<file path="config.mk">
export PLATFORM = sky130hd
export DESIGN_NAME = sfb_interrupt_flag_bank
export DESIGN_NICKNAME = d
export VERILOG_FILES = /design/src/verilog/sfb_pkg.sv /design/src/verilog/sfb_interrupt_flag_bank.sv
export SDC_FILE = /design/constraint.sdc
export NUM_CORES = 1
export LEC_CHECK = 0
export ABC_AREA = 1
export BUFFER_PORTS_ARGS = -buffer_cell sky130_fd_sc_hd__buf_2
export CAP_MARGIN = 20
export CORE_AREA = 10 10 97 99
export CTS_CLUSTER_DIAMETER = 40
export DETAILED_ROUTE_END_ITERATION = 16
export DIE_AREA = 0 0 107 109
export GPL_TIMING_DRIVEN = 0
export PLACE_DENSITY = 0.88
export RECOVER_POWER = 25
export SYNTH_ARGS = -nofsm -noshare
export SYNTH_HDL_FRONTEND = slang
export SYNTH_SLANG_ARGS = --single-unit
</file>
<file path="constraint.sdc">
create_clock -name sys_clk -period 1.64 [get_ports sys_clk]
set_input_delay 0.164 -clock sys_clk [delete_from_list [all_inputs] [get_ports sys_clk]]
set_output_delay 0.164 -clock sys_clk [all_outputs]
set_load 0.005 [all_outputs]
</file>
<file path="src/verilog/sfb_pkg.sv">
package sfb_pkg;

    // Bus geometry
    localparam int ADDR_W = 12;
    localparam int DATA_W = 32;
    localparam int REG_W = 8;

    // Register indexes; byte address is four times the index
    localparam logic [7:0] IDX_SYS_EN = 8'h04;
    localparam logic [7:0] IDX_SUP_EN = 8'h1C;
    localparam logic [7:0] IDX_SUMMARY = 8'h60;
    localparam logic [7:0] IDX_SYS_STAT = 8'h61;
    localparam logic [7:0] IDX_SUP_STAT = 8'h62;
    localparam logic [7:0] IDX_P14_FLT = 8'h65;
    localparam logic [7:0] IDX_P58_EDGE = 8'h66;
    localparam logic [7:0] IDX_P58_FLT = 8'h67;
    localparam logic [7:0] IDX_IRQ_MASK = 8'h6F;

    // System enable and status fields
    localparam int SYS_OTW_BIT = 2;
    localparam int SYS_SPIF_BIT = 1;
    localparam logic [7:0] SYS_MASK = 8'h06;

    // Supply enable and status fields
    localparam int SUP_CONV_BIT = 5;
    localparam logic [7:0] SUP_MASK = 8'h3F;

    // Summary fields, also the layout of the interrupt mask
    localparam int SUM_SYS_BIT = 0;
    localparam int SUM_SUP_BIT = 1;
    localparam int SUM_P14F_BIT = 4;
    localparam int SUM_P58E_BIT = 5;
    localparam int SUM_P58F_BIT = 6;
    localparam logic [7:0] SUM_MASK = 8'h73;

    // Reset values
    localparam logic [7:0] RST_ENABLE = 8'h00;
    localparam logic [7:0] RST_FLAGS = 8'h00;
    localparam logic [7:0] RST_IRQ_MASK = 8'h00;

    // Bus answer states
    typedef enum logic [1:0] {
        ST_IDLE = 2'b01,
        ST_ACK = 2'b10
    } sfb_apb_st_t;

    // One-cycle event pulses from the sources
    typedef struct packed {
        logic [7:0] pin14_fault;
        logic [7:0] pin58_edge;
        logic [7:0] pin58_fault;
        logic [1:0] sys;
        logic [4:0] sup;
    } sfb_evt_t;

    // Byte address of a register index
    function automatic logic [ADDR_W-1:0] sfb_byte_addr(
        input logic [7:0] idx);
        return {2'b00, idx, 2'b00};
    endfunction : sfb_byte_addr

endpackage : sfb_pkg

</file>
<file path="src/verilog/sfb_interrupt_flag_bank.sv">
// The APB register port was left to the implementer.
`timescale 1ns/100ps
module sfb_interrupt_flag_bank
    import sfb_pkg::*;
#(
    parameter int HAS_PINS_1_TO_4 = 1,
    parameter int HAS_PINS_5_TO_8 = 1
) (
    input wire logic sys_clk,
    input wire logic nrst,
    input wire logic ce,
    input wire logic psel,
    input wire logic penable,
    input wire logic pwrite,
    input wire logic [ADDR_W-1:0] paddr,
    input wire logic [DATA_W-1:0] pwdata,
    output logic [DATA_W-1:0] prdata,
    output logic pready,
    output logic pslverr,
    input wire sfb_evt_t evt,
    input wire logic converter_state_bit,
    output logic irq
);

    // Refuse bank options other than present or absent
    generate
        if (HAS_PINS_1_TO_4 < 0 || HAS_PINS_1_TO_4 > 1 ||
            HAS_PINS_5_TO_8 < 0 || HAS_PINS_5_TO_8 > 1) begin : g_bad
            $error("bank option must be 0 or 1");
        end
    endgenerate

    localparam bit BANK1 = (HAS_PINS_1_TO_4 == 1);
    localparam bit BANK2 = (HAS_PINS_5_TO_8 == 1);

    sfb_apb_st_t st_r, st_nxt;
    logic [DATA_W-1:0] prdata_r, prdata_nxt;
    logic [7:0] sys_en_r, sys_en_nxt;
    logic [7:0] sup_en_r, sup_en_nxt;
    logic [7:0] irq_mask_r, irq_mask_nxt;
    logic [7:0] sys_stat_r, sys_stat_nxt;
    logic [7:0] sup_stat_r, sup_stat_nxt;
    logic [7:0] p14_r, p14_nxt;
    logic [7:0] p58e_r, p58e_nxt;
    logic [7:0] p58f_r, p58f_nxt;
    logic conv_prev_r, conv_prev_nxt;
    logic conv_seen_r, conv_seen_nxt;
    logic irq_r, irq_nxt;
    logic hit;
    logic [7:0] rd_val;
    logic [7:0] sum;
    logic wr_acc;
    logic conv_change;
    logic [7:0] sys_set, sup_set;

    // Address decode and read mux
    always_comb begin
        hit = 1'b1;
        rd_val = 8'h00;
        case (paddr)
            sfb_byte_addr(IDX_SYS_EN): rd_val = sys_en_r;
            sfb_byte_addr(IDX_SUP_EN): rd_val = sup_en_r;
            sfb_byte_addr(IDX_SUMMARY): rd_val = sum;
            sfb_byte_addr(IDX_SYS_STAT): rd_val = sys_stat_r;
            sfb_byte_addr(IDX_SUP_STAT): rd_val = sup_stat_r;
            sfb_byte_addr(IDX_IRQ_MASK): rd_val = irq_mask_r;
            sfb_byte_addr(IDX_P14_FLT): begin
                hit = BANK1;
                rd_val = p14_r;
            end
            sfb_byte_addr(IDX_P58_EDGE): begin
                hit = BANK2;
                rd_val = p58e_r;
            end
            sfb_byte_addr(IDX_P58_FLT): begin
                hit = BANK2;
                rd_val = p58f_r;
            end
            default: hit = 1'b0;
        endcase
    end

    // Handshake: one wait cycle, then ready
    assign pready = ce && (st_r == ST_ACK);
    assign pslverr = pready && !hit;
    assign prdata = prdata_r;
    assign irq = irq_r;
    assign wr_acc = ce && psel && penable && pwrite && pready && hit;

    // Summary, counting system and supply flags only where enabled
    always_comb begin
        sum = 8'h00;
        sum[SUM_SYS_BIT] = |(sys_stat_r & sys_en_r);
        sum[SUM_SUP_BIT] = |(sup_stat_r & sup_en_r);
        sum[SUM_P14F_BIT] = |p14_r;
        sum[SUM_P58E_BIT] = |p58e_r;
        sum[SUM_P58F_BIT] = |p58f_r;
    end

    // Source events gated by their enables
    always_comb begin
        conv_change = conv_seen_r
            && (converter_state_bit != conv_prev_r);
        sys_set = 8'h00;
        sys_set[SYS_OTW_BIT] = evt.sys[1];
        sys_set[SYS_SPIF_BIT] = evt.sys[0];
        sys_set = sys_set & sys_en_r;
        sup_set = {2'b00, conv_change, evt.sup} & sup_en_r;
    end

    // Next state of bus answer and all registers
    always_comb begin
        st_nxt = st_r;
        prdata_nxt = prdata_r;
        sys_en_nxt = sys_en_r;
        sup_en_nxt = sup_en_r;
        irq_mask_nxt = irq_mask_r;
        sys_stat_nxt = sys_stat_r;
        sup_stat_nxt = sup_stat_r;
        p14_nxt = p14_r;
        p58e_nxt = p58e_r;
        p58f_nxt = p58f_r;
        conv_prev_nxt = conv_prev_r;
        conv_seen_nxt = conv_seen_r;
        irq_nxt = irq_r;
        if (ce) begin
            case (st_r)
                ST_IDLE: begin
                    if (psel && penable) begin
                        st_nxt = ST_ACK;
                        prdata_nxt = pwrite ? '0 : {24'h000000, rd_val};
                    end
                end
                ST_ACK: st_nxt = ST_IDLE;
                default: st_nxt = ST_IDLE;
            endcase
            conv_prev_nxt = converter_state_bit;
            conv_seen_nxt = 1'b1;
            // Write-one-to-clear first, then sets win over clears
            if (wr_acc) begin
                case (paddr)
                    sfb_byte_addr(IDX_SYS_EN):
                        sys_en_nxt = pwdata[7:0] & SYS_MASK;
                    sfb_byte_addr(IDX_SUP_EN):
                        sup_en_nxt = pwdata[7:0] & SUP_MASK;
                    sfb_byte_addr(IDX_IRQ_MASK):
                        irq_mask_nxt = pwdata[7:0] & SUM_MASK;
                    sfb_byte_addr(IDX_SYS_STAT):
                        sys_stat_nxt = sys_stat_r & ~pwdata[7:0];
                    sfb_byte_addr(IDX_SUP_STAT):
                        sup_stat_nxt = sup_stat_r & ~pwdata[7:0];
                    sfb_byte_addr(IDX_P14_FLT):
                        p14_nxt = p14_r & ~pwdata[7:0];
                    sfb_byte_addr(IDX_P58_EDGE):
                        p58e_nxt = p58e_r & ~pwdata[7:0];
                    sfb_byte_addr(IDX_P58_FLT):
                        p58f_nxt = p58f_r & ~pwdata[7:0];
                    default: ;
                endcase
            end
            sys_stat_nxt = (sys_stat_nxt | sys_set) & SYS_MASK;
            sup_stat_nxt = (sup_stat_nxt | sup_set) & SUP_MASK;
            p14_nxt = BANK1 ? (p14_nxt | evt.pin14_fault)
                : 8'h00;
            p58e_nxt = BANK2 ? (p58e_nxt | evt.pin58_edge)
                : 8'h00;
            p58f_nxt = BANK2 ? (p58f_nxt | evt.pin58_fault)
                : 8'h00;
            irq_nxt = |(sum & irq_mask_r);
        end
    end

    // Register stage
    always_ff @(posedge sys_clk or negedge nrst) begin
        if (!nrst) begin
            st_r <= ST_IDLE;
            prdata_r <= '0;
            sys_en_r <= RST_ENABLE;
            sup_en_r <= RST_ENABLE;
            irq_mask_r <= RST_IRQ_MASK;
            sys_stat_r <= RST_FLAGS;
            sup_stat_r <= RST_FLAGS;
            p14_r <= RST_FLAGS;
            p58e_r <= RST_FLAGS;
            p58f_r <= RST_FLAGS;
            conv_prev_r <= 1'b0;
            conv_seen_r <= 1'b0;
            irq_r <= 1'b0;
        end else begin
            st_r <= st_nxt;
            prdata_r <= prdata_nxt;
            sys_en_r <= sys_en_nxt;
            sup_en_r <= sup_en_nxt;
            irq_mask_r <= irq_mask_nxt;
            sys_stat_r <= sys_stat_nxt;
            sup_stat_r <= sup_stat_nxt;
            p14_r <= p14_nxt;
            p58e_r <= p58e_nxt;
            p58f_r <= p58f_nxt;
            conv_prev_r <= conv_prev_nxt;
            conv_seen_r <= conv_seen_nxt;
            irq_r <= irq_nxt;
        end
    end
endmodule : sfb_interrupt_flag_bank

</file>
==> results of run 1 <==
-- flip-flops by register name, indices dropped and copies added, names as in the netlist, 5 cells and up --
signal,count
prdata,8
irq_mask_r,5
p58f_r,8
p58e_r,8
p14_r,8
sup_en_r,6
sup_stat_r,6
-- through the flow --
| stage | cells | area, µm² |
|---|---|---|
| final | 784 | 4690 |
| after global routing | 784 | 4690 |
| after floorplan | 593 | 3870 |
| after global placement | 763 | 4340 |
| after CTS | 781 | 4640 |
| after detailed placement | 764 | 4360 |
-- cells in the mapped netlist --
| cell | instances |
|---|---|
| a21oi_1 | 2 |
| clkinv_1 | 1 |
| or2_2 | 1 |
| o21ai_1 | 1 |
| buf_4 | 31 |
| nor2_2 | 6 |
| nand2_1 | 252 |
| a21oi_2 | 1 |
| nor2_1 | 82 |
| buf_6 | 3 |
| conb_1 | 1 |
| nand3_4 | 2 |
| nand2_4 | 2 |
| nand4_1 | 18 |
| nand2_2 | 3 |
| nor3_1 | 2 |
| buf_12 | 1 |
| inv_2 | 8 |
| nand3_1 | 54 |
| a22oi_1 | 1 |
| dfrtp_1 | 57 |
| dfstp_2 | 1 |
| nor3_2 | 1 |
| nor2_4 | 4 |
| nand3_2 | 1 |
| nand3b_1 | 2 |
| xor2_1 | 1 |
| clkbuf_1 | 6 |
| inv_1 | 24 |
| o21ai_0 | 1 |
-- repair_timing --
action,CTS,global route
hold buffers,1,0
hold endpoints to repair,30,0
endpoints found under the setup margin,16,29
gates resized for setup,9,12
gates cloned,0,0
buffers inserted,0,4
pin swaps,0,4
-- path summary, 6_finish.rpt --
path                                    startpoint                 endpoint  slack (ns)  cells after the start
setup / recovery               st_r[0]$_DFFE_PN1P_     p14_r[7]$_DFFE_PN0P_        0.04                      8
hold / removal                             evt[12]    p58f_r[5]$_DFFE_PN0P_        0.01                      3
setup reg to reg               st_r[0]$_DFFE_PN1P_     p14_r[7]$_DFFE_PN0P_        0.04                      8
hold reg to reg            conv_seen_r$_DFFE_PN0P_  conv_seen_r$_DFFE_PN0P_        0.47                      1
max in group asynchronous                     nrst      st_r[0]$_DFFE_PN1P_        0.52                      3
min in group asynchronous                     nrst  sup_en_r[1]$_DFFE_PN0P_        0.44                      2
-- metal layers --
metal | GRT usage | vias to the layer above | share of wire
met4 | 0.0706 | 0 | 0.020
met5 | 0 | - | 0
met1 | 0.252 | 1779 | 0.42
li1 | - | 1949 | -
met3 | 0.0584 | 24 | 0.079
met2 | 0.338 | 142 | 0.48
-- power by group --
group / switching [mW] / internal, mW / leakage, nW
Clock: 0.600 / 0.977 / 0.119
Sequential: 0.00447 / 1.44 / 0.673
Combinational: 0.184 / 0.127 / 1.79
Total: 0.789 / 2.54 / 2.59
-- critical path: stages (launching register included) --
cell and delay [ns]:
dfstp_2 0.36, inv_1 0.07, nand3_1 0.16, nor3_4 0.26, buf_6 0.20, buf_4 0.21
nand3_1 0.10, nand2_1 0.07, nand2_1 0.05
-- logic make-up (layout without fill, tap and decap cells) --
group           Yosys count  count (layout)  share of synthesized area
compound gates            6               6                    0.00960
xor+xnor                  1               1                    0.00232
buf+inv                  74             163                      0.114
flops                    58              58                      0.384
other cells               1              24                   0.000992
simple gates            430             430                      0.488
-- area by class of cell --
class | count | area share
clock inverters | 4 | 0.0155
inverters | 33 | 0.0264
multi-input cells | 461 | 0.434
plain buffers | 40 | 0.0662
clock buffers | 12 | 0.0352
well taps | 102 | 0.0272
flip-flops and latches | 58 | 0.310
repair buffers | 74 | 0.0854
==> impl_metrics.json, run 1 <==
{
  "worst_slack_ns": 0.0439,
  "fin_crit_sh": 0.973,
  "drive_gt1_frac": 0.240,
  "required_ns": 1.88,
  "diodes": 0,
  "area_growth_pct": 24.0,
  "place.gp.congestion": 0.961,
  "slew_viol_final": 0,
  "drc": 0,
  "synth_area_leaders": "dfrtp_1, nand2_1, nor2_1",
  "rows": 32,
  "grt_pass1_wl_um": 19000,
  "root_buffer": "clkbuf_8",
  "synth_top_area_frac": 0.377,
  "hold_viol": 0,
  "cts_tree": "yes",
  "synthCells": 570,
  "num_vias": 3894,
  "finalSetupTns_ns": 0,
  "cp_max_fo": 10,
  "dpl.hpwl_um": 9360,
  "initial_core_util": 0.502,
  "dieWidth_um": 107,
  "synth_seq_cells": 58,
  "io_pins": 117,
  "ys_types": 30,
  "fmax_mhz": 627,
  "crit_type": "reg2reg",
  "multi_input_area_um2": 2040,
  "register_area_um2": 1450,
  "dr.pass1.iters": 5,
  "antenna_found_initial": 0,
  "ctsLongestPathBuffers": 2,
  "finalSetupViolCount": 0,
  "worstSkewPairLatency_ns": 0.35,
  "synth_area_leader_cell": "dfrtp_1",
  "end_kind": "flop",
  "min_path_type": "in2reg",
  "drt_iter0_drc": 264,
  "tightest_slew_ns": 0.805,
  "nets": 759,
  "wirelength_um": 11800,
  "final_antenna_net_count": 0,
  "netlist_area_um2": 3780,
  "h-tree-depth": 3,
  "numCtsBuffers": 9,
  "clkTransAtPathRegs_ns": 0.07,
  "grt_max_degree": 32,
  "yosysWarnings": 0,
  "arrival_ns": 1.83,
  "wl_per_cell_um": 15.0,
  "relSlewSlack": 0.463,
  "whs_ns": 0.0125,
  "finish.utilization": 0.623,
  "p_total_mw": 3.33,
  "vdd_drop_max_mv": 0.441,
  "p_leak_nw": 2.59,
  "pre_cts_slack_ns": -0.145,
  "avgViaCountPerCell": 4.97,
  "clock_skew_ns": 0.00733,
  "maxCapViolations": 0,
  "powerDensity_nw_per_um2": 711,
  "grt_use_total": 0.205,
  "finalCriticalPeriod_ns": 1.60,
  "core_um2": 7530,
  "grt_overflow_total": 0,
  "status": "complete, no violations",
  "synth.avg_cell_area_um2": 6.63,
  "grt_pass1_vias": 3902,
  "seq_area_frac_synth": 0.384,
  "io_buffers": 68,
  "die-area_um2": 11700,
  "cp-start-kind": "flop",
  "layout_commonest_cell": "nand2_1",
  "fillers": 706,
  "clkSinkCount": 58,
  "final_cell_mix": "nand2_1, nor2_1, buf_2",
  "grt_setup_unrepaired": "yes",
  "die_y_um": 109
}
No activity file was read; power rests on OpenSTA's default activity.
==> run 2, diff against run 1 <==
--- a/config.mk
+++ b/config.mk
@@ -15,6 +15,7 @@
 export GPL_TIMING_DRIVEN = 0
 export PLACE_DENSITY = 0.88
 export RECOVER_POWER = 25
+export REMOVE_ABC_BUFFERS = 1
 export SYNTH_ARGS = -nofsm -noshare
 export SYNTH_HDL_FRONTEND = slang
 export SYNTH_SLANG_ARGS = --single-unit
==> run 2 against run 1 <==
Net effect: die area unchanged; first-iteration DRC count up 32%; clock skew about the same; final cell count down 4.5%; sequential power about the same; clock power down 20%; wire length down 4.0%; clock-buffer cell count down 2; sequential share of layout area up 2.0 points; critical path type unchanged; critical endpoint is now irq_mask_r[0]$_DFFE_PN0P_; highest routed layer unchanged.
==> impl_metrics.json, run 2 (same netlist as run 1, synthesis figures left out) <==
{
  "powerDensity_nw_per_um2": 675,
  "tightest_slew_ns": 0.596,
  "fillers": 724,
  "io_pins": 117,
  "grtUsageMet3": 0.0513,
  "final_cell_mix": "nand2_1, nor2_1, buf_2",
  "drc": 0,
  "clkTransAtPathRegs_ns": 0.07,
  "dr.pass1.iters": 5,
  "worstSkewPairLatency_ns": 0.35,
  "root_buffer": "clkbuf_8",
  "required_ns": 1.87,
  "post_dp_cell_area_um2": 4080,
  "finalCriticalPeriod_ns": 1.61,
  "maxCapViolations": 0,
  "vdd_drop_max_mv": 0.477,
  "cp_max_fo": 9,
  "area_growth_pct": 16.4,
  "relSlewSlack": 0.603,
  "fin_crit_sh": 0.981,
  "fmax_mhz": 622,
  "antenna_found_initial": 0,
  "cp-start-kind": "flop",
  "num_vias": 3981,
  "end_kind": "flop",
  "avgViaCountPerCell": 5.32,
  "dieWidth_um": 107,
  "drt_iter0_drc": 348,
  "grt_use_total": 0.196,
  "cts_tree": "yes",
  "min_path_type": "in2reg",
  "numCtsBuffers": 9,
  "finalSetupViolCount": 0,
  "grt_pass1_wl_um": 18400,
  "grt_max_degree": 48,
  "wl_per_cell_um": 15.1,
  "core_um2": 7530,
  "use_met2": 0.313,
  "finish.utilization": 0.585,
  "ctsLongestPathBuffers": 2,
  "grt_pass1_vias": 3903,
  "clock_skew_ns": 0.00765,
  "status": "complete, no violations",
  "initial_core_util": 0.502,
  "die_y_um": 109,
  "h-tree-depth": 3,
  "diodes": 0,
  "nets": 724,
  "p_leak_nw": 2.41,
  "wirelength_um": 11300,
  "place.gp.congestion": 0.926,
  "grtUsageMet1": 0.239,
  "grt_overflow_total": 0,
  "hold_viol": 0,
  "drive_gt1_frac": 0.193,
  "arrival_ns": 1.84,
  "crit_type": "reg2reg",
  "layout_commonest_cell": "nand2_1",
  "clkSinkCount": 58,
  "rows": 32,
  "final_antenna_net_count": 0,
  "grt_setup_unrepaired": "yes",
  "whs_ns": 0.0121,
  "stdcell_area_um2": 4400,
  "grt-busiest-layer": "met2",
  "slew_viol_final": 0,
  "io_buffers": 68,
  "dpl.hpwl_um": 8210,
  "die-area_um2": 11700
}
## run 2: cell count changes in the layout (fill, tap and decap cells not counted), sizes merged
cell | before | now
clkbuf | 18 | 11
bufinv | 2 | 1
nor3 | 3 | 4
clkinv | 2 | 5
nand2 | 257 | 259
buf | 107 | 74
## run 2: routing by layer
layer | vias up | wire (µm)
li1 | 1883 | -
met1 | 1837 | 4610
met2 | 226 | 5350
met3 | 35 | 970
met4 | 0 | 369
met5 | - | 0
## run 2: critical path, cell delays in order (launching register included)
cell and delay, ns:
dfstp_2 0.36, inv_1 0.08, nand3_1 0.24, nor3_4 0.25, buf_4 0.15, buf_12 0.13, nand3_4 0.10, nand2_1 0.10
nand2_1 0.08
## run 2: layout make-up
class                      count  area [µm²]  share of cell area
multi-input combinational    464        2060               0.468
sequential                    58        1450               0.330
timing repair buffer          76         454               0.103
clock buffer                  10         128              0.0290
tap                          102         128              0.0290
inverter                      33         124              0.0281
clock inverter                 6        57.6              0.0131
## run 2: worst paths after layout
| check | start | end | slack [ns] | cells past startpoint |
|---|---|---|---|---|
| max | st_r[0]$_DFFE_PN1P_ | irq_mask_r[0]$_DFFE_PN0P_ | 0.03 | 8 |
| min | evt[28] | p14_r[5]$_DFFE_PN0P_ | 0.01 | 3 |
| max reg2reg | st_r[0]$_DFFE_PN1P_ | irq_mask_r[0]$_DFFE_PN0P_ | 0.03 | 8 |
| min reg2reg | prdata[4]$_DFFE_PN0P_ | prdata[4]$_DFFE_PN0P_ | 0.47 | 2 |
| max in group asynchronous | nrst | st_r[0]$_DFFE_PN1P_ | 0.61 | 3 |
| min in group asynchronous | nrst | sup_stat_r[1]$_DFFE_PN0P_ | 0.36 | 2 |
## run 2: power by group
| part | total [mW] | leakage (nW) | internal (mW) | switching (mW) |
|---|---|---|---|---|
| Clock | 1.27 | 0.0958 | 0.690 | 0.582 |
| Sequential | 1.45 | 0.673 | 1.44 | 0.00526 |
| Combinational | 0.255 | 1.64 | 0.0860 | 0.168 |
## run 2: timing repair
item                                    in CTS  in global routing
gates resized for setup                      6                  3
pin swaps                                    3                  2
hold buffers                                 1                  0
gates cloned                                 2                  1
setup buffers                                2                  3
endpoints found under the hold margin       21                  0
endpoints found under the setup margin      54                 19
## run 2: per-stage QoR
| step | TNS [ns] | std cells | total power, mW | setup slack [ns] |
|---|---|---|---|---|
| finish | 0 | 749 | 2.97 | 0.0318 |
| global route | -2.13 | 749 | 3.08 | -0.0855 |
| floorplan | -38.67 | 552 | 1.56 | -0.871 |
| detailed placement | -43.76 | 724 | 1.72 | -0.966 |
| CTS | 0 | 745 | 2.97 | 0.000350 |
| global placement | -97.84 | 722 | 1.70 | -2.20 |
